==> src/rtl/swc_pkg.sv <==
package swc_pkg;
   // ==========================================================
   // Register map (byte addresses, one 32-bit word apart)
   localparam logic [3:0] ADDR_CTRL   = 4'h0;
   localparam logic [3:0] ADDR_MODE   = 4'h4;
   localparam logic [3:0] ADDR_WCFG   = 4'h8;
   localparam logic [3:0] ADDR_STAT   = 4'hC;
   // ==========================================================
   // Field layout
   localparam int         NUM_WAKE    = 10;
   localparam int         DBC_W       = 16;
   localparam int         KEY_LSB     = 24;
   localparam logic [7:0] CTRL_KEY    = 8'hA5;
   localparam int         CMD_BIT     = 0;
   localparam int         WEN_LSB     = 0;
   localparam int         WPOL_LSB    = 16;
   localparam int         SEC_BIT     = 16;
   // ==========================================================
   // Reset values and timing
   localparam logic [NUM_WAKE-1:0] WEN_RST  = 10'h000;
   localparam logic [NUM_WAKE-1:0] WPOL_RST = 10'h000;
   localparam logic [DBC_W-1:0]    DBC_RST  = 16'h0000;
   localparam logic [1:0]          OFF_DELAY = 2'h2;
   typedef enum logic [1:0] {
      SWC_ON    = 2'b00,
      SWC_ARMED = 2'b01,
      SWC_OFF   = 2'b10
   } swc_state_t;
endpackage : swc_pkg

==> src/rtl/swc_edge.sv <==
`timescale 1ns/1ps
module swc_edge (
   input  wire logic clk_sys,
   input  wire logic rstn,
   input  wire logic pin,
   input  wire logic enable,
   input  wire logic polarity,
   output logic      hit,
   output logic      change
);
   logic prev_ff;
   always_ff @(posedge clk_sys) begin
      if (!rstn) begin
         prev_ff <= 1'b0;
      end else begin
         prev_ff <= pin;
      end
   end
   // Polarity 1 picks rising edge, 0 falling edge
   assign hit    = enable & (polarity ? (pin & ~prev_ff) : (~pin & prev_ff));
   assign change = enable & (pin ^ prev_ff);
endmodule : swc_edge

==> src/rtl/swc_top.sv <==
// Decided for this implementation: the strobed register port and the register addresses.
`timescale 1ns/1ps
// Summary of operation
// - Block runs on one always-running slow clock, never gated by anything.
// - Keyed shutdown command raises power-off output exactly two cycles after write.
// - Control writes without correct key field are ignored completely.
// - Backup pins, dedicated pin or security event can each cause wakeup.
// - Each wake pin has enable and polarity bit selecting rising or falling edge; the security event has neither.
// - Detected edge starts debounce counter; reaching programmed count releases power-off.
// - A change on an enabled input before count completes zeroes counter; a programmed edge restarts it, any other change stops it.
// - One shared debounce counter serves every enabled wakeup input.
// - Per-input status bit sets on detection; reading status clears all bits that see no event in the same cycle.
module swc_top (
   input  wire logic        clk_sys,
   input  wire logic        rstn,
   input  wire logic [3:0]  reg_addr,
   input  wire logic [31:0] reg_wdata,
   input  wire logic        reg_wr,
   input  wire logic        reg_rd,
   output logic [31:0]      reg_rdata,
   input  wire logic        dedicated_wake_pin,
   input  wire logic [8:0]  backup_wake_pin,
   input  wire logic        security_event,
   output logic             power_off_out
);
   // ==========================================================
   // Registers
   // Clock is the free-running slow clock; no gating anywhere in this block
   logic [swc_pkg::NUM_WAKE-1:0] wake_input_enable_bit_ff;
   logic [swc_pkg::NUM_WAKE-1:0] wake_input_polarity_bit_ff;
   logic [swc_pkg::DBC_W-1:0]    wake_debounce_count_ff;
   logic [swc_pkg::NUM_WAKE-1:0] wake_input_status_bit_ff;
   logic                         sec_status_ff;
   logic [swc_pkg::DBC_W-1:0]    dbc_cnt_ff;
   logic                         dbc_run_ff;
   logic [1:0]                   dly_ff;
   swc_pkg::swc_state_t          state_ff;
   logic                         power_off_ff;
   logic [31:0]                  rdata_ff;
   logic [swc_pkg::NUM_WAKE-1:0] pins;
   logic [swc_pkg::NUM_WAKE-1:0] hit;
   logic [swc_pkg::NUM_WAKE-1:0] chg;
   logic                         any_hit;
   logic                         any_chg;
   logic                         cmd_ok;
   logic                         dbc_done;

   assign pins = {backup_wake_pin, dedicated_wake_pin};

   // ==========================================================
   // Edge detectors, one per wake input
   genvar gi;
   generate
      for (gi = 0; gi < swc_pkg::NUM_WAKE; gi++) begin : g_edge
         swc_edge u_edge (
            .clk_sys  (clk_sys),
            .rstn     (rstn),
            .pin      (pins[gi]),
            .enable   (wake_input_enable_bit_ff[gi]),
            .polarity (wake_input_polarity_bit_ff[gi]),
            .hit      (hit[gi]),
            .change   (chg[gi])
         );
      end
   endgenerate

   // Merge all enabled inputs into one detector feed
   assign any_hit = |hit;
   assign any_chg = |chg;

   // ==========================================================
   // Configuration registers
   always_ff @(posedge clk_sys) begin
      if (!rstn) begin
         wake_input_enable_bit_ff   <= swc_pkg::WEN_RST;
         wake_input_polarity_bit_ff <= swc_pkg::WPOL_RST;
      end else if (reg_wr && reg_addr == swc_pkg::ADDR_WCFG) begin
         wake_input_enable_bit_ff   <= reg_wdata[swc_pkg::WEN_LSB +: swc_pkg::NUM_WAKE];
         wake_input_polarity_bit_ff <= reg_wdata[swc_pkg::WPOL_LSB +: swc_pkg::NUM_WAKE];
      end
   end

   always_ff @(posedge clk_sys) begin
      if (!rstn) begin
         wake_debounce_count_ff <= swc_pkg::DBC_RST;
      end else if (reg_wr && reg_addr == swc_pkg::ADDR_MODE) begin
         wake_debounce_count_ff <= reg_wdata[swc_pkg::DBC_W-1:0];
      end
   end

   // ==========================================================
   // Shutdown command, key protected
   assign cmd_ok = reg_wr && reg_addr == swc_pkg::ADDR_CTRL
                   && reg_wdata[swc_pkg::KEY_LSB +: 8] == swc_pkg::CTRL_KEY
                   && reg_wdata[swc_pkg::CMD_BIT];

   // ==========================================================
   // Debounce counter, shared by all inputs
   // A wrong-way change restarts nothing: it aborts; only a fresh programmed edge restarts
   assign dbc_done = dbc_run_ff && (dbc_cnt_ff >= wake_debounce_count_ff);

   always_ff @(posedge clk_sys) begin
      if (!rstn) begin
         dbc_cnt_ff <= swc_pkg::DBC_RST;
         dbc_run_ff <= 1'b0;
      end else if (any_hit) begin
         dbc_cnt_ff <= swc_pkg::DBC_RST;
         dbc_run_ff <= 1'b1;
      end else if (any_chg && dbc_run_ff) begin
         dbc_cnt_ff <= swc_pkg::DBC_RST;
         dbc_run_ff <= 1'b0;
      end else if (dbc_done) begin
         dbc_cnt_ff <= swc_pkg::DBC_RST;
         dbc_run_ff <= 1'b0;
      end else if (dbc_run_ff) begin
         dbc_cnt_ff <= dbc_cnt_ff + 16'h0001;
      end
   end

   // ==========================================================
   // Power state machine
   always_ff @(posedge clk_sys) begin
      if (!rstn) begin
         state_ff     <= swc_pkg::SWC_ON;
         dly_ff       <= 2'h0;
         power_off_ff <= 1'b0;
      end else begin
         case (state_ff)
            swc_pkg::SWC_ON: begin
               if (cmd_ok) begin
                  state_ff <= swc_pkg::SWC_ARMED;
                  dly_ff   <= 2'h1;
               end
            end
            swc_pkg::SWC_ARMED: begin
               // Output and state move on one edge so they can never disagree
               if (dly_ff == swc_pkg::OFF_DELAY) begin
                  state_ff     <= swc_pkg::SWC_OFF;
                  power_off_ff <= 1'b1;
               end else begin
                  dly_ff <= dly_ff + 2'h1;
               end
            end
            swc_pkg::SWC_OFF: begin
               // Wake sources only matter while powered down
               if (dbc_done || security_event) begin
                  power_off_ff <= 1'b0;
                  state_ff     <= swc_pkg::SWC_ON;
               end
            end
            default: begin
               state_ff     <= swc_pkg::SWC_ON;
               power_off_ff <= 1'b0;
            end
         endcase
      end
   end

   // ==========================================================
   // Status, clear on read; a same-cycle event wins over the clear
   always_ff @(posedge clk_sys) begin
      if (!rstn) begin
         wake_input_status_bit_ff <= {swc_pkg::NUM_WAKE{1'b0}};
         sec_status_ff            <= 1'b0;
      end else begin
         if (reg_rd && reg_addr == swc_pkg::ADDR_STAT) begin
            wake_input_status_bit_ff <= hit;
            sec_status_ff            <= security_event;
         end else begin
            wake_input_status_bit_ff <= wake_input_status_bit_ff | hit;
            sec_status_ff            <= sec_status_ff | security_event;
         end
      end
   end

   // ==========================================================
   // Read port
   always_ff @(posedge clk_sys) begin
      if (!rstn) begin
         rdata_ff <= 32'h00000000;
      end else if (reg_rd) begin
         case (reg_addr)
            swc_pkg::ADDR_MODE: rdata_ff <= {16'h0000, wake_debounce_count_ff};
            swc_pkg::ADDR_WCFG: rdata_ff <= {6'h00, wake_input_polarity_bit_ff,
                                             6'h00, wake_input_enable_bit_ff};
            swc_pkg::ADDR_STAT: rdata_ff <= {15'h0000, sec_status_ff,
                                             6'h00, wake_input_status_bit_ff};
            default:            rdata_ff <= 32'h00000000;
         endcase
      end else begin
         rdata_ff <= 32'h00000000;
      end
   end

   assign reg_rdata     = rdata_ff;
   assign power_off_out = power_off_ff;

   // ==========================================================
   // Checks

   // ==========================================================
   // Shutdown sequence
   a_off_two_cycles: assert property (@(posedge clk_sys) disable iff (!rstn)
      (cmd_ok && state_ff == swc_pkg::SWC_ON) |-> !power_off_out ##1 !power_off_out
      ##1 !power_off_out ##1 power_off_out)
      else $error("power-off not asserted two cycles after command");

   a_low_unless_off: assert property (@(posedge clk_sys) disable iff (!rstn)
      (state_ff != swc_pkg::SWC_OFF) |-> !power_off_out)
      else $error("power-off high outside the off state");

   a_high_while_off: assert property (@(posedge clk_sys) disable iff (!rstn)
      (state_ff == swc_pkg::SWC_OFF) |-> power_off_out)
      else $error("power-off low inside the off state");

   a_bad_key_ignored: assert property (@(posedge clk_sys) disable iff (!rstn)
      (reg_wr && reg_addr == swc_pkg::ADDR_CTRL
       && reg_wdata[swc_pkg::KEY_LSB +: 8] != swc_pkg::CTRL_KEY
       && state_ff == swc_pkg::SWC_ON && !power_off_out) |=> state_ff == swc_pkg::SWC_ON)
      else $error("bad key write was acted on");

   a_only_key_leaves: assert property (@(posedge clk_sys) disable iff (!rstn)
      (state_ff == swc_pkg::SWC_ON && !cmd_ok) |=> state_ff == swc_pkg::SWC_ON)
      else $error("left the on state without a keyed command");

   // ==========================================================
   // Wake sources and debounce
   a_hold_off: assert property (@(posedge clk_sys) disable iff (!rstn)
      (state_ff == swc_pkg::SWC_OFF && !dbc_done && !security_event) |=> power_off_out)
      else $error("power-off dropped without wake");

   a_sec_wakes: assert property (@(posedge clk_sys) disable iff (!rstn)
      (state_ff == swc_pkg::SWC_OFF && security_event) |=> !power_off_out)
      else $error("security event did not wake");

   a_release_done: assert property (@(posedge clk_sys) disable iff (!rstn)
      (state_ff == swc_pkg::SWC_OFF && dbc_done) |=> !power_off_out)
      else $error("power-off not released after debounce");

   a_hit_starts_dbc: assert property (@(posedge clk_sys) disable iff (!rstn)
      any_hit |=> (dbc_run_ff && dbc_cnt_ff == 16'h0000))
      else $error("debounce did not start on edge");

   a_cnt_steps: assert property (@(posedge clk_sys) disable iff (!rstn)
      (dbc_run_ff && !dbc_done && !any_hit && !any_chg)
      |=> (dbc_run_ff && dbc_cnt_ff == $past(dbc_cnt_ff) + 16'h0001))
      else $error("debounce counter did not advance");

   a_done_stops: assert property (@(posedge clk_sys) disable iff (!rstn)
      (dbc_done && !any_hit) |=> !dbc_run_ff)
      else $error("debounce kept running after completion");

   a_dbc_written: assert property (@(posedge clk_sys) disable iff (!rstn)
      (reg_wr && reg_addr == swc_pkg::ADDR_MODE)
      |=> wake_debounce_count_ff == $past(reg_wdata[swc_pkg::DBC_W-1:0]))
      else $error("debounce count not written");

   a_change_aborts: assert property (@(posedge clk_sys) disable iff (!rstn)
      (!any_hit && any_chg && dbc_run_ff) |=> (!dbc_run_ff && dbc_cnt_ff == 16'h0000))
      else $error("debounce not cleared on new change");

   a_idle_cnt_zero: assert property (@(posedge clk_sys) disable iff (!rstn)
      !dbc_run_ff |-> dbc_cnt_ff == 16'h0000)
      else $error("stopped debounce counter not zero");

   a_disabled_quiet: assert property (@(posedge clk_sys) disable iff (!rstn)
      !wake_input_enable_bit_ff[0] |-> !hit[0])
      else $error("disabled input detected");

   a_cfg_written: assert property (@(posedge clk_sys) disable iff (!rstn)
      (reg_wr && reg_addr == swc_pkg::ADDR_WCFG)
      |=> wake_input_polarity_bit_ff
          == $past(reg_wdata[swc_pkg::WPOL_LSB +: swc_pkg::NUM_WAKE]))
      else $error("polarity bits not written");

   // ==========================================================
   // Status, read port and reset state
   a_status_sets: assert property (@(posedge clk_sys) disable iff (!rstn)
      hit[0] |=> wake_input_status_bit_ff[0])
      else $error("status bit missed event");

   a_all_hits_kept: assert property (@(posedge clk_sys) disable iff (!rstn)
      (hit != 10'h000)
      |=> ((wake_input_status_bit_ff & $past(hit)) == $past(hit)))
      else $error("status lost a detected event");

   a_sec_status: assert property (@(posedge clk_sys) disable iff (!rstn)
      security_event |=> sec_status_ff)
      else $error("security status missed event");

   a_status_clears: assert property (@(posedge clk_sys) disable iff (!rstn)
      (reg_rd && reg_addr == swc_pkg::ADDR_STAT && hit == 10'h000)
      |=> wake_input_status_bit_ff == 10'h000)
      else $error("status not cleared by read");

   a_status_sticky: assert property (@(posedge clk_sys) disable iff (!rstn)
      !(reg_rd && reg_addr == swc_pkg::ADDR_STAT)
      |=> ((wake_input_status_bit_ff & $past(wake_input_status_bit_ff))
           == $past(wake_input_status_bit_ff)))
      else $error("status bit dropped without a read");

   a_status_read: assert property (@(posedge clk_sys) disable iff (!rstn)
      (reg_rd && reg_addr == swc_pkg::ADDR_STAT)
      |=> reg_rdata[swc_pkg::NUM_WAKE-1:0] == $past(wake_input_status_bit_ff))
      else $error("status read returned wrong bits");

   a_reset_state: assert property (@(posedge clk_sys)
      !rstn |=> (!power_off_out && wake_input_enable_bit_ff == 10'h000 && !dbc_run_ff))
      else $error("reset state wrong");
endmodule : swc_top

==> config.mk <==
export PLATFORM = sky130hd
export DESIGN_NAME = swc_top
export DESIGN_NICKNAME = d
export VERILOG_FILES = /design/src/rtl/swc_pkg.sv /design/src/rtl/swc_edge.sv /design/src/rtl/swc_top.sv
export SDC_FILE = /design/constraint.sdc
export NUM_CORES = 1
export LEC_CHECK = 0
export BUFFER_PORTS_ARGS = -buffer_cell sky130_fd_sc_hd__buf_4
export CORE_ASPECT_RATIO = 2
export CORE_MARGIN = 2
export CORE_UTILIZATION = 58
export CTS_BUF_LIST = sky130_fd_sc_hd__clkbuf_2 sky130_fd_sc_hd__clkbuf_4 sky130_fd_sc_hd__clkbuf_8
export CTS_CLUSTER_SIZE = 12
export DETAILED_ROUTE_END_ITERATION = 8
export GPL_TIMING_DRIVEN = 0
export PLACE_DENSITY = 0.82
export SYNTH_ARGS = -nofsm -noshare
export SYNTH_HDL_FRONTEND = slang
export SYNTH_SLANG_ARGS = --single-unit
==> constraint.sdc <==
create_clock -name clk_sys -period 2.45 [get_ports clk_sys]
set_clock_uncertainty 0.2 [all_clocks]
set_input_delay 0.49 -clock clk_sys [delete_from_list [all_inputs] [get_ports clk_sys]]
set_output_delay 0.49 -clock clk_sys [all_outputs]
set_load 0.1 [all_outputs]
Word-level counts from Yosys, hierarchy flattened. Cells that the tools add are included.

Mux-type cells: 25. Reductions and logical operators: 20. Add/subtract/negate cells: 2. Equal/unequal tests: 11. Bitwise operators: 74. Order comparisons: 1.

Operators by type and width (number): $pmux 26 s3 (1); $and 1x1->1 (40); $not 1->1 (22); $reduce_or 10->1 (2); $add 16x1->16 const B (1); $ge 16x16->1 (1); $mux 1 (16); $reduce_or 13->1 (1); $mux 10 (1); $or 10x10->10 (1); $xor 1x1->1 (10); $reduce_and 3->1 (3); $eq 4x4->1 const B (2); $eq 8x8->1 const B (1); $logic_and 1x1->1 (8); $mux 2 (4); $ne 2x2->1 const B (4); $pmux 2 s3 (1); $eq 2x2->1 const B (2); $eq 4x3->1 const B (1); $logic_not 4->1 (1); $pmux 2 s2 (1); $pmux 1 s3 (1); $reduce_bool 3->1 (1); 7 further kinds (7).

Register bits after elaboration: 111. Output and inout bits: 33. Logic and storage cells: 154.

Logic depth before layout (Yosys ltp).
Depth after elaboration: 6. Gate-level depth with buffers: 9.

By module. A second synthesis with hierarchy kept.

Cell total of the unflattened synthesis: 551. Area total of the unflattened synthesis: 4753.3 µm².

Modules (own cells, without submodules): swc_top (area each 3940.0 µm², cells each 461, instances 1); swc_edge (area each 81.3 µm², cells each 9, instances 10).

Worst setup path after synthesis. Ideal clock, no wire load.

Path kind: in2reg. Start point: in backup_wake_pin[0]. End point: reg dbc_cnt_ff[6] (netlist bit). Stages: 9. Slack: 0.231 ns. Arrival: 1.957 ns. Required time: 2.188 ns. Cells stage by stage: inv_1 > ha_1 > nand2b_1 > o2111ai_1 > o31ai_1 > nand4_4 > a21o_4 > buf_12 > nor2_4.

Longest elaborated chain between the ends: 5.

RTL lines: start: declaration (RTL line swc_top.sv:22) `input wire logic [8:0] backup_wake_pin,`; $xor 1x1->1 or $not 1->1 (tied branches) (RTL line swc_edge.sv:21, swc_edge.sv:20); $and 1x1->1 (on tied branches) (RTL line swc_edge.sv:21, swc_edge.sv:20); $reduce_or 10->1 or $mux 1 (tied branches) (RTL line swc_top.sv:69, swc_edge.sv:20); $logic_and 1x1->1 or $and 1x1->1 (tied branches) (RTL line swc_top.sv:109, swc_edge.sv:20); $reduce_or 13->1 (no source line) (*); end signal: assignment (RTL line swc_top.sv:107) `dbc_cnt_ff <= swc_pkg::DBC_RST;`; end signal: assignment (RTL line swc_top.sv:110) `dbc_cnt_ff <= swc_pkg::DBC_RST;`; end signal: assignment (RTL line swc_top.sv:113) `dbc_cnt_ff <= swc_pkg::DBC_RST;`; end: declaration (RTL line swc_top.sv:34) `logic [swc_pkg::DBC_W-1:0] dbc_cnt_ff;`.

Every way passes the cells marked *; elsewhere a longest branch is shown, timed or not. A chain may end at the register's enable or synchronous reset.

Worst setup path after layout.
Start point: reg wake_debounce_count_ff[13] (netlist bit). End point: reg dbc_cnt_ff[2] (netlist bit).

Longest elaborated chain between the ends: 3.

RTL lines: start: declaration (RTL line swc_top.sv:31) `logic [swc_pkg::DBC_W-1:0] wake_debounce_count_ff;`; start signal: assignment (RTL line swc_top.sv:85) `wake_debounce_count_ff <= swc_pkg::DBC_RST;`; start signal: assignment (RTL line swc_top.sv:87) `wake_debounce_count_ff <= reg_wdata[swc_pkg::DBC_W-1:0];`; $ge 16x16->1 (RTL line swc_top.sv:100) `assign dbc_done = dbc_run_ff && (dbc_cnt_ff >= wake_debounce_count_ff);`; $logic_and 1x1->1 (RTL line swc_top.sv:100); $reduce_or 13->1 (no source line); end signal: assignment (RTL line swc_top.sv:104) `dbc_cnt_ff <= swc_pkg::DBC_RST;`; end signal: assignment (RTL line swc_top.sv:107); end signal: assignment (RTL line swc_top.sv:110).

Every way passes these cells.

==> qor.yml <==
timing:
  finalHoldViolCount: 0
  drv_slew: 0
  finalWorstSetupSlack_ps: 121.6
  max_freq_ghz: 0.4295
  fin_crit_sh: 0.9504
  final.setup.tns_ps: 0
  fin_crit_ps: 2328
  setup_viol: 0
  tightest_slew_ps: 591.1
  slew_headroom: 0.6049
logic_synthesis:
  synth_top_area_share: 0.4229
  avgSynthCellArea_um2: 9.088
  synth_top_family_by_area: "simple AND/OR/NAND/NOR gates"
  synth_compound_area_frac: 0.1417
  yosys_warnings: 0
  synth.area.top_cells: "dfxtp_1, ha_1, nand2_1"
  synth_edf_count: 0
  synth_most_common_cell: "dfxtp_1"
  netlist_instances: 547
  synth_cell_type_count: 55
  synth_area_um2: 4971
  synth_adder_area_share: 0.09565
  synthSimpleGateAreaFrac: 0.2260
  synth_seq_cells: 105
  muxShareOfSynthArea: 0.02718
  synth-seq-area-share: 0.4229
  synth_commonest_cells: "dfxtp_1, nand2_1, inv_1"
  yosys_most_used_dff: "dfxtp_1"
  synth_top_area_cell: "dfxtp_1"
  synthXorXnorAreaFrac: 0.02290
  synthArstFlopShare: 0
worst_setup_path:
  worst_setup_path_start_kind: "flop"
  critPathArrivalTime_ps: 2430
  rr_startpoint: "wake_debounce_count_ff[13]$_SDFFE_PN0P_"
  setup.worst_path.end_class: "flop"
  path_class: "reg2reg"
  cp_max_fo: 5
  crit_start: "wake_debounce_count_ff[13]$_SDFFE_PN0P_"
  cp.required_ps: 2550
drt:
  drt_wl_total_um: 12330
  drc_errors: 0
  ant_nets: 0
  wire_per_inst_um: 16.57
  via_per_inst: 5.551
  via_count: 4130
  drtPass1Iterations: 7
  detail_route.iter0.violations: 270
global_routing:
  grtUsageMet3: 0.04701
  track_usage: 0.2714
  grt_pass1_vias: 4329
  gr-usage-met2: 0.5139
  grt-ovfl-total: 0
  gr-usage-met1: 0.2605
  grt_max_degree: 17
  antenna_found_initial: 0
  grt_pass1_wl_um: 19870
  busiest_layer: "met2"
floorplan:
  start_util: 0.5995
  rows: 47
  die-area_um2: 9372
  die_w_um: 69.46
  coreArea_um2: 8292
  pin_count: 84
  die_h_um: 134.9
cts:
  clock_path_buffers: 2
  cts_tree: "done"
  holdBufCountCts: 0
  clk_latency_ps: 380
  cts_num_sinks: 105
  cts_max_level: 3
  ctsRootBufferMaster: "clkbuf_8"
  cts_buffers: 9
  clk_pin_slew_worst_paths_ps: 100
placement:
  gp_congestion: 0.8364
  io_buffers: 77
  dp_hpwl_um: 9893
  post-place-ws_ps: -91.77
  dp.cells: 727
hold_path:
  worstHoldStart: "security_event"
  hold_class: "in2reg"
power_and_ir_drop:
  peakVddDrop_mv: 0.3830
  p_leak_nw: 2.410
  power_w: 0.003261
  p_per_area_nw_per_um2: 547.4
cells_and_area:
  drive_above_1_share: 0.2183
  num-fill-cells: 660
  seq_area_um2: 2106
  diodes: 0
  final_util: 0.7184
  final_nets: 730
  area_growth_pct: 19.83
  final_cells: 744
  multi_input_area_um2: 2597
job:
  maxCapViolCount: 0
outcome:
  status: "finished clean"
flip-flops by register name, summed over array words and instances, names as in the netlist:
register,cells
reg_rdata,26
dbc_cnt_ff,16
wake_debounce_count_ff,16
g_edge.u_edge.prev_ff,10
wake_input_enable_bit_ff,10
wake_input_polarity_bit_ff,10
wake_input_status_bit_ff,10
dly_ff,2
state_ff,2
dbc_run_ff,1
power_off_out,1
sec_status_ff,1
final cells by class:
class | count | share of cell area
tap | 98 | 0.02058
inverter | 43 | 0.02710
sequential | 105 | 0.3535
clock inverter | 4 | 0.01239
clock buffer | 12 | 0.02668
multi-input combinational | 375 | 0.4360
timing repair buffer | 78 | 0.09830
buffer | 29 | 0.02541
report_power, final:
part / switching, W / internal, W / total (W)
sequential: 0.0000134 / 0.00172 / 0.00174
clock: 0.000595 / 0.000646 / 0.00124
combinational: 0.000160 / 0.000123 / 0.000283
total: 0.000769 / 0.00249 / 0.00326
stage by stage:
stage / hold WS [ps] / area, um2
final: 115.2 / 5957
after global routing: 124.1 / 5957
after CTS: 119.4 / 5934
after detailed placement: 262.3 / 5690
after global placement: 253.7 / 5690
after floorplan: 243.1 / 4990
cells in the final DEF (no fill, tap or decap), types with 3 or more instances in the layout:
master / netlist / final
clkbuf_8: 0 / 11
a22oi_2: 3 / 3
a222oi_1: 10 / 10
ha_1: 38 / 38
mux2_4: 3 / 3
a21oi_1: 11 / 10
o2111ai_1: 3 / 3
nand2_1: 100 / 100
and3_1: 6 / 6
nor2_4: 10 / 10
dfxtp_1: 105 / 102
a22oi_1: 7 / 7
buf_4: 6 / 84
nor3_1: 3 / 3
inv_1: 43 / 43
clkbuf_1: 19 / 19
conb_1: 1 / 6
a21boi_0: 40 / 40
xor2_1: 10 / 10
dfxtp_2: 0 / 3
and2_1: 28 / 28
mux2_2: 8 / 8
nand4_1: 5 / 5
nand3_1: 7 / 7
nor2b_1: 9 / 9
o21ai_0: 4 / 3
xnor2_1: 3 / 3
nand2b_1: 6 / 6
nor2_1: 26 / 26
worst max-delay path: stages, from the launching register on:
cell and delay (ps):
dfxtp_2 340, inv_1 50, ha_1 320, a21oi_2 140, o21ai_1 90, nor4_2 370
o21ai_2 170, or3b_1 380, a31oi_1 200
layer usage:
layer  routed length (um)  part of all wire  vias to the layer above
met5                    0                 0                        -
met4                  688             0.056                        0
met3                  477             0.039                       49
met2                 6894              0.56                      138
met1                 4269              0.35                     1923
li1                     -                 -                     2020
worst paths after layout:
kind | slack [ps] | cells after the start | endpoint
min | 120 | 2 | state_ff[1]$_SDFFE_PN0P_
min reg2reg | 270 | 1 | reg_rdata[13]$_SDFF_PN0_
max | 120 | 8 | dbc_cnt_ff[2]$_SDFFE_PP0P_
max reg2reg | 120 | 8 | dbc_cnt_ff[2]$_SDFFE_PP0P_
kinds of logic after synthesis:
kind of cell    after synthesis
compound gates               92
fa+ha+maj                    38
other cells                   1
mux                          11
flops                       105
xor+xnor                     13
simple gates                215
buf+inv                      72
repair_timing:
action / 4_1_cts / 5_1_grt
endpoints found under the setup margin: 1 / 13
gates cloned: 0 / 0
pin swaps: 0 / 5
resized for setup: 2 / 6
buffers inserted: 0 / 1
(Power assumes the default switching activity.)
